### config.mk
export PLATFORM = sky130hd
export DESIGN_NAME = lpf_format
export DESIGN_NICKNAME = d
export VERILOG_FILES = /design/src/verilog/lpf_pkg.sv /design/src/verilog/lpf_fifo.sv /design/src/verilog/lpf_hammer_chk.sv /design/src/verilog/lpf_format.sv
export SDC_FILE = /design/constraint.sdc
export NUM_CORES = 1
export LEC_CHECK = 0
export ABC_AREA = 1
export BUFFER_PORTS_ARGS = -buffer_cell sky130_fd_sc_hd__buf_2
export CELL_PAD_IN_SITES_DETAIL_PLACEMENT = 1
export CELL_PAD_IN_SITES_GLOBAL_PLACEMENT = 1
export CORE_MARGIN = 8
export CORE_UTILIZATION = 30
export DETAILED_ROUTE_END_ITERATION = 10
export PLACE_DENSITY = 0.66
export REMOVE_ABC_BUFFERS = 1
export SLEW_MARGIN = 20
export SYNTH_ARGS = -nofsm -noshare
export SYNTH_HDL_FRONTEND = slang
export SYNTH_SLANG_ARGS = --single-unit
### constraint.sdc
create_clock -name sys_clk -period 13.4 [get_ports sys_clk]
set_input_delay 2.01 -clock sys_clk [delete_from_list [all_inputs] [get_ports sys_clk]]
set_output_delay 2.01 -clock sys_clk [all_outputs]
set_load 0.1 [all_outputs]
### src/verilog/lpf_pkg.sv
package lpf_pkg;
    // Stream and line geometry
    localparam int CHAR_W = 6;
    localparam int COL_W = 7;
    localparam int REP_W = 4;
    localparam int LINE_COLS = 120;
    localparam int DUMP_COLS = 64;
    localparam int REPORTS = 15;
    localparam int FIFO_DEPTH = 8;
    localparam logic [6:0] LINE_MAX = 7'h78;
    localparam logic [6:0] DUMP_MAX = 7'h40;
    localparam logic [6:0] COL_ONE = 7'h01;
    localparam logic [6:0] COL_ZERO = 7'h00;
    // Character codes
    localparam logic [5:0] CH_FILL = 6'h00;
    localparam logic [5:0] CH_SPACE = 6'h01;
    localparam logic [5:0] CH_EOL = 6'h02;
    localparam logic [5:0] CH_VFMT = 6'h03;
    localparam logic [1:0] DS_PREFIX = 2'h3;
    localparam logic [3:0] REP_ALL = 4'h0;
    // Reset values
    localparam logic [3:0] REP_RESET = 4'h0;
    localparam logic [5:0] CHAR_RESET = 6'h00;
    // Alarm lamp timing
    localparam int CLK_HZ = 25000000;
    localparam int FLASH_HALF_MS = 250;
    localparam int FLASH_CYC = FLASH_HALF_MS * (CLK_HZ / 1000);
    // Formatter states
    typedef enum logic [1:0] {
        ST_RUN = 2'b01,
        ST_WAIT = 2'b10
    } lpf_state_t;
endpackage : lpf_pkg

### src/verilog/lpf_fifo.sv
`timescale 1ns/1ps
module lpf_fifo #(
    parameter int W = 7,
    parameter int D = 8
) (
    // Clock and reset
    input wire logic clk,
    input wire logic rst_n,
    // Fill side
    input wire logic in_valid,
    output logic in_ready,
    input wire logic [W-1:0] in_data,
    // Drain side
    output logic out_valid,
    input wire logic out_ready,
    output logic [W-1:0] out_data
);
    localparam int AW = (D > 1) ? $clog2(D) : 1;
    localparam int CW = $clog2(D + 1);
    logic [W-1:0] mem [D];
    logic [AW-1:0] wr_ptr, rd_ptr, next_wr_ptr, next_rd_ptr;
    logic [CW-1:0] count, next_count;
    logic next_in_ready, next_out_valid, push, take;

    assign out_data = mem[rd_ptr];

    always_comb
    begin
        push = in_valid && in_ready;
        take = out_valid && out_ready;
        next_wr_ptr = wr_ptr;
        next_rd_ptr = rd_ptr;
        if (push)
            next_wr_ptr = (wr_ptr == AW'(D - 1)) ? '0 : AW'(wr_ptr + 1'b1);
        if (take)
            next_rd_ptr = (rd_ptr == AW'(D - 1)) ? '0 : AW'(rd_ptr + 1'b1);
        next_count = CW'(count + CW'(push) - CW'(take));
        next_in_ready = (next_count != CW'(D));
        next_out_valid = (next_count != '0);
    end

    always_ff @(posedge clk or negedge rst_n)
    begin
        if (!rst_n)
        begin
            wr_ptr <= '0;
            rd_ptr <= '0;
            count <= '0;
            in_ready <= 1'b0;
            out_valid <= 1'b0;
        end
        else
        begin
            wr_ptr <= next_wr_ptr;
            rd_ptr <= next_rd_ptr;
            count <= next_count;
            in_ready <= next_in_ready;
            out_valid <= next_out_valid;
        end
    end

    always_ff @(posedge clk)
    begin
        if (push)
            mem[wr_ptr] <= in_data;
    end

    property p_hold;
        @(posedge clk) disable iff (!rst_n)
        out_valid && !out_ready |=> out_valid && $stable(out_data);
    endproperty
    a_hold: assert property (p_hold) // RL13
        else $error("fifo head changed while stalled");
endmodule : lpf_fifo

### src/verilog/lpf_hammer_chk.sv
`timescale 1ns/1ps
module lpf_hammer_chk #(
    parameter int COLS = 120
) (
    // Clock and reset
    input wire logic clk,
    input wire logic rst_n,
    // Check request
    input wire logic check,
    input wire logic [COLS-1:0] expect_fire,
    input wire logic [COLS-1:0] echo,
    // Result
    output logic fault
);
    logic next_fault;

    always_comb
    begin
        // RL12 compare hammer echo
        next_fault = check && (expect_fire != echo);
    end

    always_ff @(posedge clk or negedge rst_n)
    begin
        if (!rst_n)
            fault <= 1'b0;
        else
            fault <= next_fault;
    end

    property p_miss;
        @(posedge clk) disable iff (!rst_n)
        check && (expect_fire != echo) |=> fault ##1 !fault;
    endproperty
    a_miss: assert property (p_miss) // RL12
        else $error("hammer mismatch not reported");
endmodule : lpf_hammer_chk

### src/verilog/lpf_format.sv
// Functional notes
// RL1 - Line holds at most 120 columns
// RL2 - Filler prints nothing, count unchanged
// RL3 - Space leaves blank column, count plus one
// RL4 - End-of-line prints current line
// RL5 - Count printable only, excluding select, vertical
// RL6 - Block must end on end-of-line
// RL7 - Overflow: error, print line, optional stop
// RL8 - Fault drives tone, lamp, error signal
// RL9 - Data-select picks one of 15 reports
// RL10 - Dump mode prints everything, 64 per line
// RL11 - Paper tear or exhaustion halts printing
// RL12 - Check every hammer circuit acted
// RL13 - One 6-bit code per valid/ready transfer
`timescale 1ns/1ps
module lpf_format
    import lpf_pkg::*;
#(
    parameter int FLASH_CYCLES = FLASH_CYC
) (
    // Clock and reset
    input wire logic sys_clk,
    input wire logic nrst,
    // Character stream from buffer-controller
    input wire logic in_valid,
    output logic in_ready,
    input wire logic [5:0] in_char,
    input wire logic in_last,
    // Switches and sensors
    input wire logic dump_mode,
    input wire logic stop_on_ovf,
    input wire logic [3:0] sel_report,
    input wire logic paper_fault,
    input wire logic volt_fault,
    input wire logic fault_clear,
    // Print column and line strobes
    output logic pr_valid,
    output logic [6:0] pr_col,
    output logic [5:0] pr_char,
    output logic pr_blank,
    output logic pr_line,
    output logic [6:0] pr_len,
    // Hammer drive and sense
    output logic [LINE_COLS-1:0] hammer_expect,
    input wire logic hammer_done,
    input wire logic [LINE_COLS-1:0] hammer_echo,
    // Faults and alarms
    output logic fault_ovf,
    output logic fault_eob,
    output logic fault_hammer,
    output logic err_to_buf,
    output logic alarm_tone,
    output logic alarm_lamp,
    output logic halted,
    output logic [3:0] cur_report
);
    localparam int FW = $clog2(FLASH_CYCLES + 1);
    localparam logic [FW-1:0] FLASH_LAST = FW'(FLASH_CYCLES - 1);

    // Reset release
    logic rst_meta, rst_n;
    always_ff @(posedge sys_clk or negedge nrst)
    begin
        if (!nrst)
        begin
            rst_meta <= 1'b0;
            rst_n <= 1'b0;
        end
        else
        begin
            rst_meta <= 1'b1;
            rst_n <= rst_meta;
        end
    end

    // Input buffer
    logic f_valid, pop, f_last, chk, ham_fault;
    logic [5:0] f_char;
    logic [6:0] f_data;
    // RL13 handshake buffer
    lpf_fifo #(
        .W(CHAR_W + 1),
        .D(FIFO_DEPTH)
    ) lpf_fifo_i (
        .clk(sys_clk),
        .rst_n(rst_n),
        .in_valid(in_valid),
        .in_ready(in_ready),
        .in_data({in_last, in_char}),
        .out_valid(f_valid),
        .out_ready(pop),
        .out_data(f_data)
    );
    assign f_char = f_data[5:0];
    assign f_last = f_data[6];

    lpf_hammer_chk #(
        .COLS(LINE_COLS)
    ) lpf_hammer_chk_i (
        .clk(sys_clk),
        .rst_n(rst_n),
        .check(chk),
        .expect_fire(hammer_expect),
        .echo(hammer_echo),
        .fault(ham_fault)
    );

    // Formatter state
    lpf_state_t state, next_state;
    logic [6:0] count, next_count, next_pr_col, next_pr_len;
    logic [3:0] next_report;
    logic [5:0] next_pr_char;
    logic [LINE_COLS-1:0] next_mask;
    logic next_pr_valid, next_pr_blank, next_pr_line, set_ovf, set_eob;

    // Character decode
    logic is_fill, is_space, is_eol, is_vf, is_ds, selected, printable, ovf_hit, run_ok;
    always_comb
    begin
        // RL2 filler never printable
        is_fill = (f_char == CH_FILL);
        is_space = (f_char == CH_SPACE);
        is_eol = (f_char == CH_EOL);
        is_vf = (f_char == CH_VFMT);
        is_ds = (f_char[5:4] == DS_PREFIX) && (f_char[3:0] != REP_ALL);
        // RL9 report selection
        selected = (sel_report == REP_ALL) || (cur_report == sel_report);
        // RL5 printable class
        printable = selected && !is_fill && !is_eol && !is_vf && !is_ds;
        // RL1 line full check
        ovf_hit = printable && (count == LINE_MAX);
        // RL11 halt conditions
        run_ok = !paper_fault && !volt_fault && !(stop_on_ovf && fault_ovf);
    end

    always_comb
    begin
        next_state = state;
        next_count = count;
        next_report = cur_report;
        next_mask = hammer_expect;
        next_pr_valid = 1'b0;
        next_pr_col = pr_col;
        next_pr_char = pr_char;
        next_pr_blank = pr_blank;
        next_pr_line = 1'b0;
        next_pr_len = pr_len;
        set_ovf = 1'b0;
        set_eob = 1'b0;
        pop = 1'b0;
        chk = 1'b0;
        case (state)
            ST_RUN:
            begin
                if (f_valid && run_ok)
                begin
                    if (dump_mode)
                    begin
                        // RL10 dump every code
                        pop = 1'b1;
                        next_pr_valid = 1'b1;
                        next_pr_col = count;
                        next_pr_char = f_char;
                        next_pr_blank = 1'b0;
                        next_mask[count] = 1'b1;
                        next_count = 7'(count + COL_ONE);
                        if (count == 7'(DUMP_MAX - COL_ONE) || f_last)
                        begin
                            next_pr_line = 1'b1;
                            next_pr_len = 7'(count + COL_ONE);
                            next_count = COL_ZERO;
                            next_state = ST_WAIT;
                        end
                    end
                    else if (ovf_hit)
                    begin
                        // RL7 print and flag
                        set_ovf = 1'b1;
                        next_pr_line = 1'b1;
                        next_pr_len = count;
                        next_count = COL_ZERO;
                        next_state = ST_WAIT;
                    end
                    else
                    begin
                        pop = 1'b1;
                        if (is_ds)
                            // RL9 switch report
                            next_report = f_char[3:0];
                        else if (printable)
                        begin
                            // RL3 space leaves blank
                            next_pr_valid = 1'b1;
                            next_pr_col = count;
                            next_pr_char = f_char;
                            next_pr_blank = is_space;
                            next_mask[count] = !is_space;
                            next_count = 7'(count + COL_ONE);
                        end
                        else if (selected && is_eol)
                        begin
                            // RL4 line complete
                            next_pr_line = 1'b1;
                            next_pr_len = count;
                            next_count = COL_ZERO;
                            next_state = ST_WAIT;
                        end
                        // RL6 block end check
                        if (f_last && !is_eol)
                            set_eob = 1'b1;
                    end
                end
            end
            ST_WAIT:
            begin
                if (hammer_done)
                begin
                    // RL12 check after print
                    chk = 1'b1;
                    next_mask = '0;
                    next_state = ST_RUN;
                end
            end
            default:
                next_state = ST_RUN;
        endcase
    end

    always_ff @(posedge sys_clk or negedge rst_n)
    begin
        if (!rst_n)
        begin
            state <= ST_RUN;
            count <= COL_ZERO;
            cur_report <= REP_RESET;
            hammer_expect <= '0;
            pr_valid <= 1'b0;
            pr_col <= COL_ZERO;
            pr_char <= CHAR_RESET;
            pr_blank <= 1'b0;
            pr_line <= 1'b0;
            pr_len <= COL_ZERO;
        end
        else
        begin
            state <= next_state;
            count <= next_count;
            cur_report <= next_report;
            hammer_expect <= next_mask;
            pr_valid <= next_pr_valid;
            pr_col <= next_pr_col;
            pr_char <= next_pr_char;
            pr_blank <= next_pr_blank;
            pr_line <= next_pr_line;
            pr_len <= next_pr_len;
        end
    end

    // Sticky faults and alarms
    logic next_f_ovf, next_f_eob, next_f_ham, any_next, next_halted, next_lamp;
    logic [FW-1:0] flash_cnt, next_flash_cnt;
    always_comb
    begin
        // Set wins over clear
        next_f_ovf = set_ovf || (fault_ovf && !fault_clear);
        next_f_eob = set_eob || (fault_eob && !fault_clear);
        next_f_ham = ham_fault || (fault_hammer && !fault_clear);
        // RL8 fault alarms
        any_next = next_f_ovf || next_f_eob || next_f_ham;
        next_halted = !run_ok;
        next_flash_cnt = flash_cnt;
        next_lamp = alarm_lamp;
        if (!any_next)
        begin
            next_flash_cnt = '0;
            next_lamp = 1'b0;
        end
        else if (!(fault_ovf || fault_eob || fault_hammer))
        begin
            next_flash_cnt = '0;
            next_lamp = 1'b1;
        end
        else if (flash_cnt == FLASH_LAST)
        begin
            next_flash_cnt = '0;
            next_lamp = !alarm_lamp;
        end
        else
            next_flash_cnt = FW'(flash_cnt + 1'b1);
    end

    always_ff @(posedge sys_clk or negedge rst_n)
    begin
        if (!rst_n)
        begin
            fault_ovf <= 1'b0;
            fault_eob <= 1'b0;
            fault_hammer <= 1'b0;
            err_to_buf <= 1'b0;
            alarm_tone <= 1'b0;
            alarm_lamp <= 1'b0;
            halted <= 1'b0;
            flash_cnt <= '0;
        end
        else
        begin
            fault_ovf <= next_f_ovf;
            fault_eob <= next_f_eob;
            fault_hammer <= next_f_ham;
            err_to_buf <= any_next;
            alarm_tone <= any_next;
            alarm_lamp <= next_lamp;
            halted <= next_halted;
            flash_cnt <= next_flash_cnt;
        end
    end

    property p_max;
        @(posedge sys_clk) disable iff (!rst_n)
        count <= LINE_MAX;
    endproperty
    a_max: assert property (p_max) // RL1
        else $error("line count above limit");

    property p_fill;
        @(posedge sys_clk) disable iff (!rst_n)
        pop && !dump_mode && is_fill |=> $stable(count) && !pr_valid;
    endproperty
    a_fill: assert property (p_fill) // RL2
        else $error("filler changed count or printed");

    property p_space;
        @(posedge sys_clk) disable iff (!rst_n)
        pop && !dump_mode && is_space && selected |=> pr_valid && pr_blank && count == 7'($past(count) + COL_ONE);
    endproperty
    a_space: assert property (p_space) // RL3
        else $error("space did not advance one blank column");

    property p_eol;
        @(posedge sys_clk) disable iff (!rst_n)
        pop && !dump_mode && is_eol && selected |=> pr_line && pr_len == $past(count) && count == COL_ZERO;
    endproperty
    a_eol: assert property (p_eol) // RL4
        else $error("end of line did not print line");

    property p_ds;
        @(posedge sys_clk) disable iff (!rst_n)
        pop && !dump_mode && is_ds |=> $stable(count) && cur_report == $past(f_char[3:0]);
    endproperty
    a_ds: assert property (p_ds) // RL5
        else $error("data select counted or not taken");

    property p_eob;
        @(posedge sys_clk) disable iff (!rst_n)
        pop && !dump_mode && f_last && !is_eol |=> fault_eob ##1 err_to_buf;
    endproperty
    a_eob: assert property (p_eob) // RL6
        else $error("bad block end not flagged");

    property p_ovf;
        @(posedge sys_clk) disable iff (!rst_n)
        state == ST_RUN && f_valid && run_ok && !dump_mode && ovf_hit |=> pr_line && pr_len == LINE_MAX && fault_ovf;
    endproperty
    a_ovf: assert property (p_ovf) // RL7
        else $error("overflow not printed and flagged");

    property p_stop;
        @(posedge sys_clk) disable iff (!rst_n)
        fault_ovf && stop_on_ovf && !fault_clear |=> !pop;
    endproperty
    a_stop: assert property (p_stop) // RL7
        else $error("printing went on after overflow stop");

    property p_alarm;
        @(posedge sys_clk) disable iff (!rst_n)
        $rose(fault_hammer) |-> err_to_buf && alarm_tone && alarm_lamp;
    endproperty
    a_alarm: assert property (p_alarm) // RL8
        else $error("fault without alarms");

    property p_dump;
        @(posedge sys_clk) disable iff (!rst_n)
        pop && dump_mode |=> pr_valid && pr_char == $past(f_char) && count <= DUMP_MAX;
    endproperty
    a_dump: assert property (p_dump) // RL10
        else $error("dump character not printed");

    property p_paper;
        @(posedge sys_clk) disable iff (!rst_n)
        paper_fault |-> !pop ##1 halted;
    endproperty
    a_paper: assert property (p_paper) // RL11
        else $error("printing during paper fault");
endmodule : lpf_format

# Word level (Yosys, flattened, before mapping)
# Memory sizes are Yosys's and may differ from the RTL's.
# Cells that the tools add are included.
dict set report totals {
  word_cells 201
  ram_bits 56
  in_bits 140
  mem_count 1
  ff_bits 200
  out_inout_bits 155
}
dict set report classes {
  reduce_logical 53
  muxes 82
  n_lt_le_gt_ge 2
  n_bitwise 3
  n_eq_ne 29
  n_addsub 6
}
# name depth word_bits read_ports rd_clocked_by_memory_dff write_ports line_no
set memory_table {}
lappend memory_table {lpf_fifo_i.mem 8 7 1 0 1 lpf_fifo.sv:20} ;# logic [W-1:0] mem [D];
# op n
set op_table {}
lappend op_table {{$mux W120} 6}
lappend op_table {{$pmux W120 S2} 1}
lappend op_table {{$bwmux W120} 1}
lappend op_table {{$ne A120 B120 Y1} 1}
lappend op_table {{$or A120 B120 Y120} 1}
lappend op_table {{$mux W7} 16}
lappend op_table {{$mux W23} 3}
lappend op_table {{$mux W1} 39}
lappend op_table {{$mux W6} 4}
lappend op_table {{$add A23 B1 Y23 const B} 1}
lappend op_table {{$eq A23 B23 Y1 const B} 1}
lappend op_table {{$logic_and A1 B1 Y1} 19}
lappend op_table {{$reduce_and A6 Y1} 3}
lappend op_table {{$mux W2} 8}
lappend op_table {{$ne A4 B4 Y1 const B} 4}
lappend op_table {{$eq A6 B2 Y1 const B} 2}
lappend op_table {{$ne A3 B3 Y1 const B} 4}
lappend op_table {{$reduce_bool A4 Y1} 3}
lappend op_table {{$logic_not A1 Y1} 11}
lappend op_table {{$reduce_and A5 Y1} 2}
lappend op_table {{$logic_or A1 B1 Y1} 9}
lappend op_table {{$ne A3 B2 Y1 const B} 3}
lappend op_table {{$lt A7 B8 Y1 const B} 1}
lappend op_table {{$ne A2 B2 Y1 const B} 4}
lappend op_table {{22 further kinds} 28}

# Logic depth before layout (Yosys ltp)
# An unclocked memory read counts as a cell.
dict set report depth {
  word_depth 16
  ltp_mapped 24
}

# Hierarchy
# From an unflattened synthesis, not the netlist that was laid out.
dict set report unflattened {
  cells_unflattened 2534
  hier_area_um2 16990.0
}
# module seq_area_each_um2 area_each_um2 cells_per_inst n_inst
set by_module_without_submodules {}
lappend by_module_without_submodules {lpf_format 4680.7 11591.1 1655 1}
lappend by_module_without_submodules {lpf_fifo 1981.9 3130.5 323 1}
lappend by_module_without_submodules {lpf_hammer_chk 25.0 2268.4 556 1}

# Worst setup path after synthesis
# No wires, ideal clock.
dict set report synth_timing {
  path_type {in2reg}
  from {input sel_report[0]}
  to {register lpf_fifo_i.in_ready}
  setup_ns 0.128
  required_ns 13.272
  t_arrival_ns 4.337
  stages 14
  setup_slack_ns 8.934
  path_cell_list {o41ai_2 -> nand3_2 -> nor2_4 -> nand2_2 -> nand2_1 -> inv_1 -> ha_1 -> inv_1 -> ha_1 -> inv_1 -> fa_1 -> inv_1 -> nor3_1 -> nand2_1}
}
dict set report synth_between {
  elab_chain_cells 14
  elab_cells_between_ends 15
  classes_between {1 x add/sub; 2 x eq/ne; 4 x mux; 8 x reduce/logical}
}
# item line_no
set synth_rtl {}
lappend synth_rtl {{from (decl)} lpf_format.sv:32} ;# input wire logic [3:0] sel_report,
lappend synth_rtl {{$eq A4 B4 Y1 / $logic_not A4 Y1 (equally long branches)} lpf_format.sv:127} ;# selected = (sel_report == REP_ALL) || (cur_report == sel_report);
lappend synth_rtl {{$logic_or A1 B1 Y1 *} lpf_format.sv:127}
lappend synth_rtl {{$logic_and A1 B1 Y1 * (4 in series)} lpf_format.sv:129} ;# printable = selected && !is_fill && !is_eol && !is_vf && !is_ds;
lappend synth_rtl {{$logic_and A1 B1 Y1 *} lpf_format.sv:131} ;# ovf_hit = printable && (count == LINE_MAX);
lappend synth_rtl {{$mux W1 *} lpf_format.sv:175} ;# else if (ovf_hit)
lappend synth_rtl {{$mux W1 *} lpf_format.sv:157} ;# if (dump_mode)
lappend synth_rtl {{$mux W1 *} lpf_format.sv:155} ;# if (f_valid && run_ok)
lappend synth_rtl {{$mux W1 *} lpf_format.sv:152} ;# case (state)
lappend synth_rtl {{$logic_and A1 B1 Y1 *} lpf_fifo.sv:30} ;# take = out_valid && out_ready;
lappend synth_rtl {{named net lpf_fifo_i.take} lpf_fifo.sv:23} ;# logic next_in_ready, next_out_valid, push, take;
lappend synth_rtl {{$sub A4 B1 Y4 *} lpf_fifo.sv:37} ;# next_count = CW'(count + CW'(push) - CW'(take));
lappend synth_rtl {{named net lpf_fifo_i.next_count[1]} lpf_fifo.sv:22} ;# logic [CW-1:0] count, next_count;
lappend synth_rtl {{$ne A4 B4 Y1 *} lpf_fifo.sv:38} ;# next_in_ready = (next_count != CW'(D));
lappend synth_rtl {{named net lpf_fifo_i.next_in_ready} lpf_fifo.sv:23}
lappend synth_rtl {{to (signal assigned)} lpf_fifo.sv:57} ;# in_ready <= next_in_ready;
lappend synth_rtl {{to (decl)} lpf_fifo.sv:11} ;# output logic in_ready,
# Mark *: on every way through the listed nets, which the timed path passes. The rest lies on a longest branch.
# A chain may end at the register's enable or synchronous reset.

# Final worst setup path
dict set report layout_timing {
  from {input sel_report[0]}
  to {register lpf_fifo_i.out_valid}
}
dict set report layout_between {
  elab_chain_cells 14
  elab_cells_between_ends 15
  classes_between {1 x add/sub; 1 x eq/ne; 4 x mux; 9 x reduce/logical}
}
# item line_no
set layout_rtl {}
lappend layout_rtl {{$eq A4 B4 Y1 / $logic_not A4 Y1 (equally long branches)} lpf_format.sv:127}
lappend layout_rtl {{$logic_or A1 B1 Y1 *} lpf_format.sv:127}
lappend layout_rtl {{$logic_and A1 B1 Y1 * (4 in series)} lpf_format.sv:129}
lappend layout_rtl {{$logic_and A1 B1 Y1 *} lpf_format.sv:131}
lappend layout_rtl {{$mux W1 *} lpf_format.sv:175}
lappend layout_rtl {{$mux W1 *} lpf_format.sv:157}
lappend layout_rtl {{$mux W1 *} lpf_format.sv:155}
lappend layout_rtl {{$mux W1 *} lpf_format.sv:152}
lappend layout_rtl {{$logic_and A1 B1 Y1 *} lpf_fifo.sv:30}
lappend layout_rtl {{named net lpf_fifo_i.take} lpf_fifo.sv:23}
lappend layout_rtl {{$sub A4 B1 Y4 *} lpf_fifo.sv:37}
lappend layout_rtl {{named net lpf_fifo_i.next_count[1]} lpf_fifo.sv:22}
lappend layout_rtl {{$reduce_bool A4 Y1 *} lpf_fifo.sv:39} ;# next_out_valid = (next_count != '0);
lappend layout_rtl {{named net lpf_fifo_i.next_out_valid} lpf_fifo.sv:23}
lappend layout_rtl {{to (signal assigned)} lpf_fifo.sv:58} ;# out_valid <= next_out_valid;
lappend layout_rtl {{to (decl)} lpf_fifo.sv:14} ;# output logic out_valid,
# Marked as above.

==> metrics.md <==
| Metric | Value |
|---|---|
| Grt total ovfl | 0 |
| Fill count | 6457 |
| Worst reg2reg setup slack | around 9 ns |
| Die Footprint | 60100 um2 |
| Max-Cap Viols | 0 |
| Ant. Diodes | 0 |
| Fraction of registers with async set/reset | between 70% and 80% |
| CTS max path bufs | 3 |
| Fraction of layout cells with a size suffix above 1 | approximately a fifth |
| Seq/Total Area, Yosys | 42.5% |
| Routed WL | ~60000 um |
| Htree depth | 2 |
| CP most frequent cell | inv_1 |
| Number of synthesized flops with an enable pin | 56 |
| Non-Filler Instances | 3042 |
| Worst Setup Slack, final | between 8 and 9 ns |
| CTS buffer count | 35 |
| Layout Skew | 0.0332 ns |
| Sink Count | between 200 and 300 |
| Worst slew pin tran | 1.13 ns |
| Antenna violations before repair | 1 |
| Cts repair resizes | 0 |
| Syn. warnings | 0 |
| Worst setup SP type | input port |
| Top-area cell type share of the netlist area | 31.6% |
| Mean Syn Cell Area | 7.56 um2 |
| Tmin final | 4.55 ns |
| Via count of the first global-routing pass | 16063 |
| CP cell instances | buf_2 -> o41ai_2 -> nand3_2 -> nor2_4 -> nand2_2 -> nand2_1 -> inv_1 -> ha_1 -> inv_1 -> ha_1 -> inv_1 -> fa_1 -> inv_1 -> nor3_1 -> nand2_1 |
| Max Fclk | ~220 MHz |
| CP peak stage delay | about 0.7 ns |
| Vias | 15170 |
| Number of port buffers | 294 |
| Hold Crit Class | flop to flop |
| Post-DRT Antenna Nets | 0 |
| IO Pins | 295 |
| WL/cell | 19.6 um |
| Hold buffers post-CTS | 0 |
| Multi-input logic area | 8010 um2 |
| Post-route cell area | 18800 um2 |
| Setup TNS | 0 ns |
| CP arrival | around 5.0 ns |
| Critical path class | input port to flop |
| Placed insts | 2982 |
| Placer Congestion | roughly 0.80 |
| Worst-Skew Late Latency | 0.56 ns |
| Starting Density | 30.2% |
| Cell row count | 84 |
| Most frequent cell after synthesis | nand2_1 |
| Largest net degree at the start of global routing | 153 |
| Relative slew slack | about a quarter |
| Final setup fails | 0 |
| Area Growth Syn to Fin | 19.1% |
| Placement Cell Area | 17700 um2 |
| #FFs+latches synth | 256 |
| Outcome | complete, no violations |
| CP Max Fanout | 7 |
| Worst-path clk slew | around 0.06 ns |
| Area of the core | around 52000 um2 |
| Nets@finish | 2483 |
| Syn Inst Count | about 2100 |
| Dpl ws | 8.30 ns |
| Root Driver | clkbuf_16 |
| Crit path required time | 13.83 ns |
| Top post-synthesis cells by area | dfrtp_1 32%, nand2_1 20%, edfxtp_1 11% |
| Gr usage total | between 10% and 20% |
| Register area | 6690 um2 |
| CP max-delay cell | o41ai_2 |
| Post-CTS Setup Bufs | 0 |
| PwrDens | ~170 nW/um2 |
| Period utilization | 33.9% |
| Final Hold Viols | 0 |
| Drt pass-1 iters | 5 |
| Chip height | 245 um |
| Vias/cell | about 5 |
| Worst Setup End Kind | flop |
| Ys flop type | dfrtp_1 |
| Peak supply drop | between 0.08 and 0.09 mV |
| Synth cell types | 46 |
| Most frequent cells after synthesis | 822 x nand2_1, 199 x dfrtp_1, 153 x nand3_1, 130 x inv_1, 113 x o21ai_1 |
| Leak | 8.74 nW |
| DRC viols | 0 |
| Global-route wire length before repair | between 90000 and 100000 um |
| Initial DRC Count | 880 |
| Unrepaired setup endpoints after global routing | false |
| Die width | 245 um |
| Final Max Slew Viols | 0 |
| Detailed placer's ending HPWL | 42000 um |
| TritonCTS clock tree | yes |
| Mapped Area | 15800 um2 |
| Dominant cell type by area after synthesis | dfrtp_1 |
layer usage:
metal	vias to the layer above	global-route usage [%]	wire length, um
met2	309	31.7	28400
met4	0	6.80	1760
met5	-	0	0
met1	7509	25.6	27000
met3	94	2.77	2480
li1	7258	-	-
layout by cell type (no fill, tap or decap), types with 56 or more instances in the layout:
cell      count
dfrtp_1     197
buf_2       293
inv_1       129
o21ai_1     113
o21ai_0     104
edfxtp_1     56
nand2_1     821
nand3_1     153
xnor2_1      82
nor2_1       73
per-stage QoR:
stage | power [W] | hold WS (ns) | utilization [%]
6_report | 0.00323 | 0.351 | 35.9
3_5_place_dp | 0.00235 | 0.340 | 33.8
4_1_cts | 0.00328 | 0.353 | 35.9
5_1_grt | 0.00340 | 0.377 | 35.9
2_1_floorplan | 0.00195 | 0.331 | -
3_3_place_gp | 0.00232 | 0.339 | 33.8
report_power, final:
group	leakage, nW	switching [W]	internal [W]	total [W]
logic	4.98	0.00103	0.000264	0.00129
registers	3.23	0.000129	0.000905	0.00103
clock network	0.526	0.000382	0.000527	0.000908
registers in the layout, summed over array words and instances (netlist names), 2 cells and up:
signal / count
hammer_expect: 120
lpf_fifo_i.mem: 56
flash_cnt: 23
count: 7
pr_col: 7
pr_len: 7
pr_char: 6
cur_report: 4
lpf_fifo_i.count: 4
lpf_fifo_i.rd_ptr: 3
lpf_fifo_i.wr_ptr: 3
state: 2
critical path, delay by kind of cell:
kind                     cells  cell delay [ns]
AND/OR/NAND/NOR              6             0.92
buffers and inverters        5             0.38
AO/OA/AOI/OAI                1             0.70
adder cells (fa/ha/maj)      3             0.95
cell type report:
class / instances / area share, %
Tap cell: 688 / 4.59
Clock buffer: 47 / 5.12
Inverter: 137 / 2.75
Timing Repair Buffer: 308 / 8.48
Multi-Input combinational cell: 1593 / 42.7
Clock inverter: 13 / 0.707
Sequential cell: 256 / 35.7
path summary, 6_finish.rpt:
kind | start | to | cells past startpoint
setup / recovery | sel_report[0] | lpf_fifo_i.out_valid$_DFF_PN0_ | 15
min in group asynchronous | rst_n$_DFF_PN0_ | hammer_expect[112]$_DFFE_PN0P_ | 0
hold reg to reg | rst_meta$_DFF_PN0_ | rst_n$_DFF_PN0_ | 0
hold / removal | rst_meta$_DFF_PN0_ | rst_n$_DFF_PN0_ | 0
setup reg to reg | lpf_fifo_i.rd_ptr[0]$_DFFE_PN0P_ | lpf_fifo_i.out_valid$_DFF_PN0_ | 23
max in group asynchronous | rst_n$_DFF_PN0_ | flash_cnt[12]$_DFF_PN0_ | 1
kinds of logic after synthesis:
kind of cell | after synthesis | synth area share [%]
adder cells (fa/ha/maj) | 12 | 1.00
XOR/XNOR | 124 | 6.89
flip-flops | 256 | 42.5
other | 1 | 0.0238
buffers and inverters | 235 | 7.12
AND/OR/NAND/NOR | 1226 | 34.9
multiplexers | 1 | 0.0715
AO/OA/AOI/OAI | 229 | 7.49
Power figures use the tool's default switching activity.
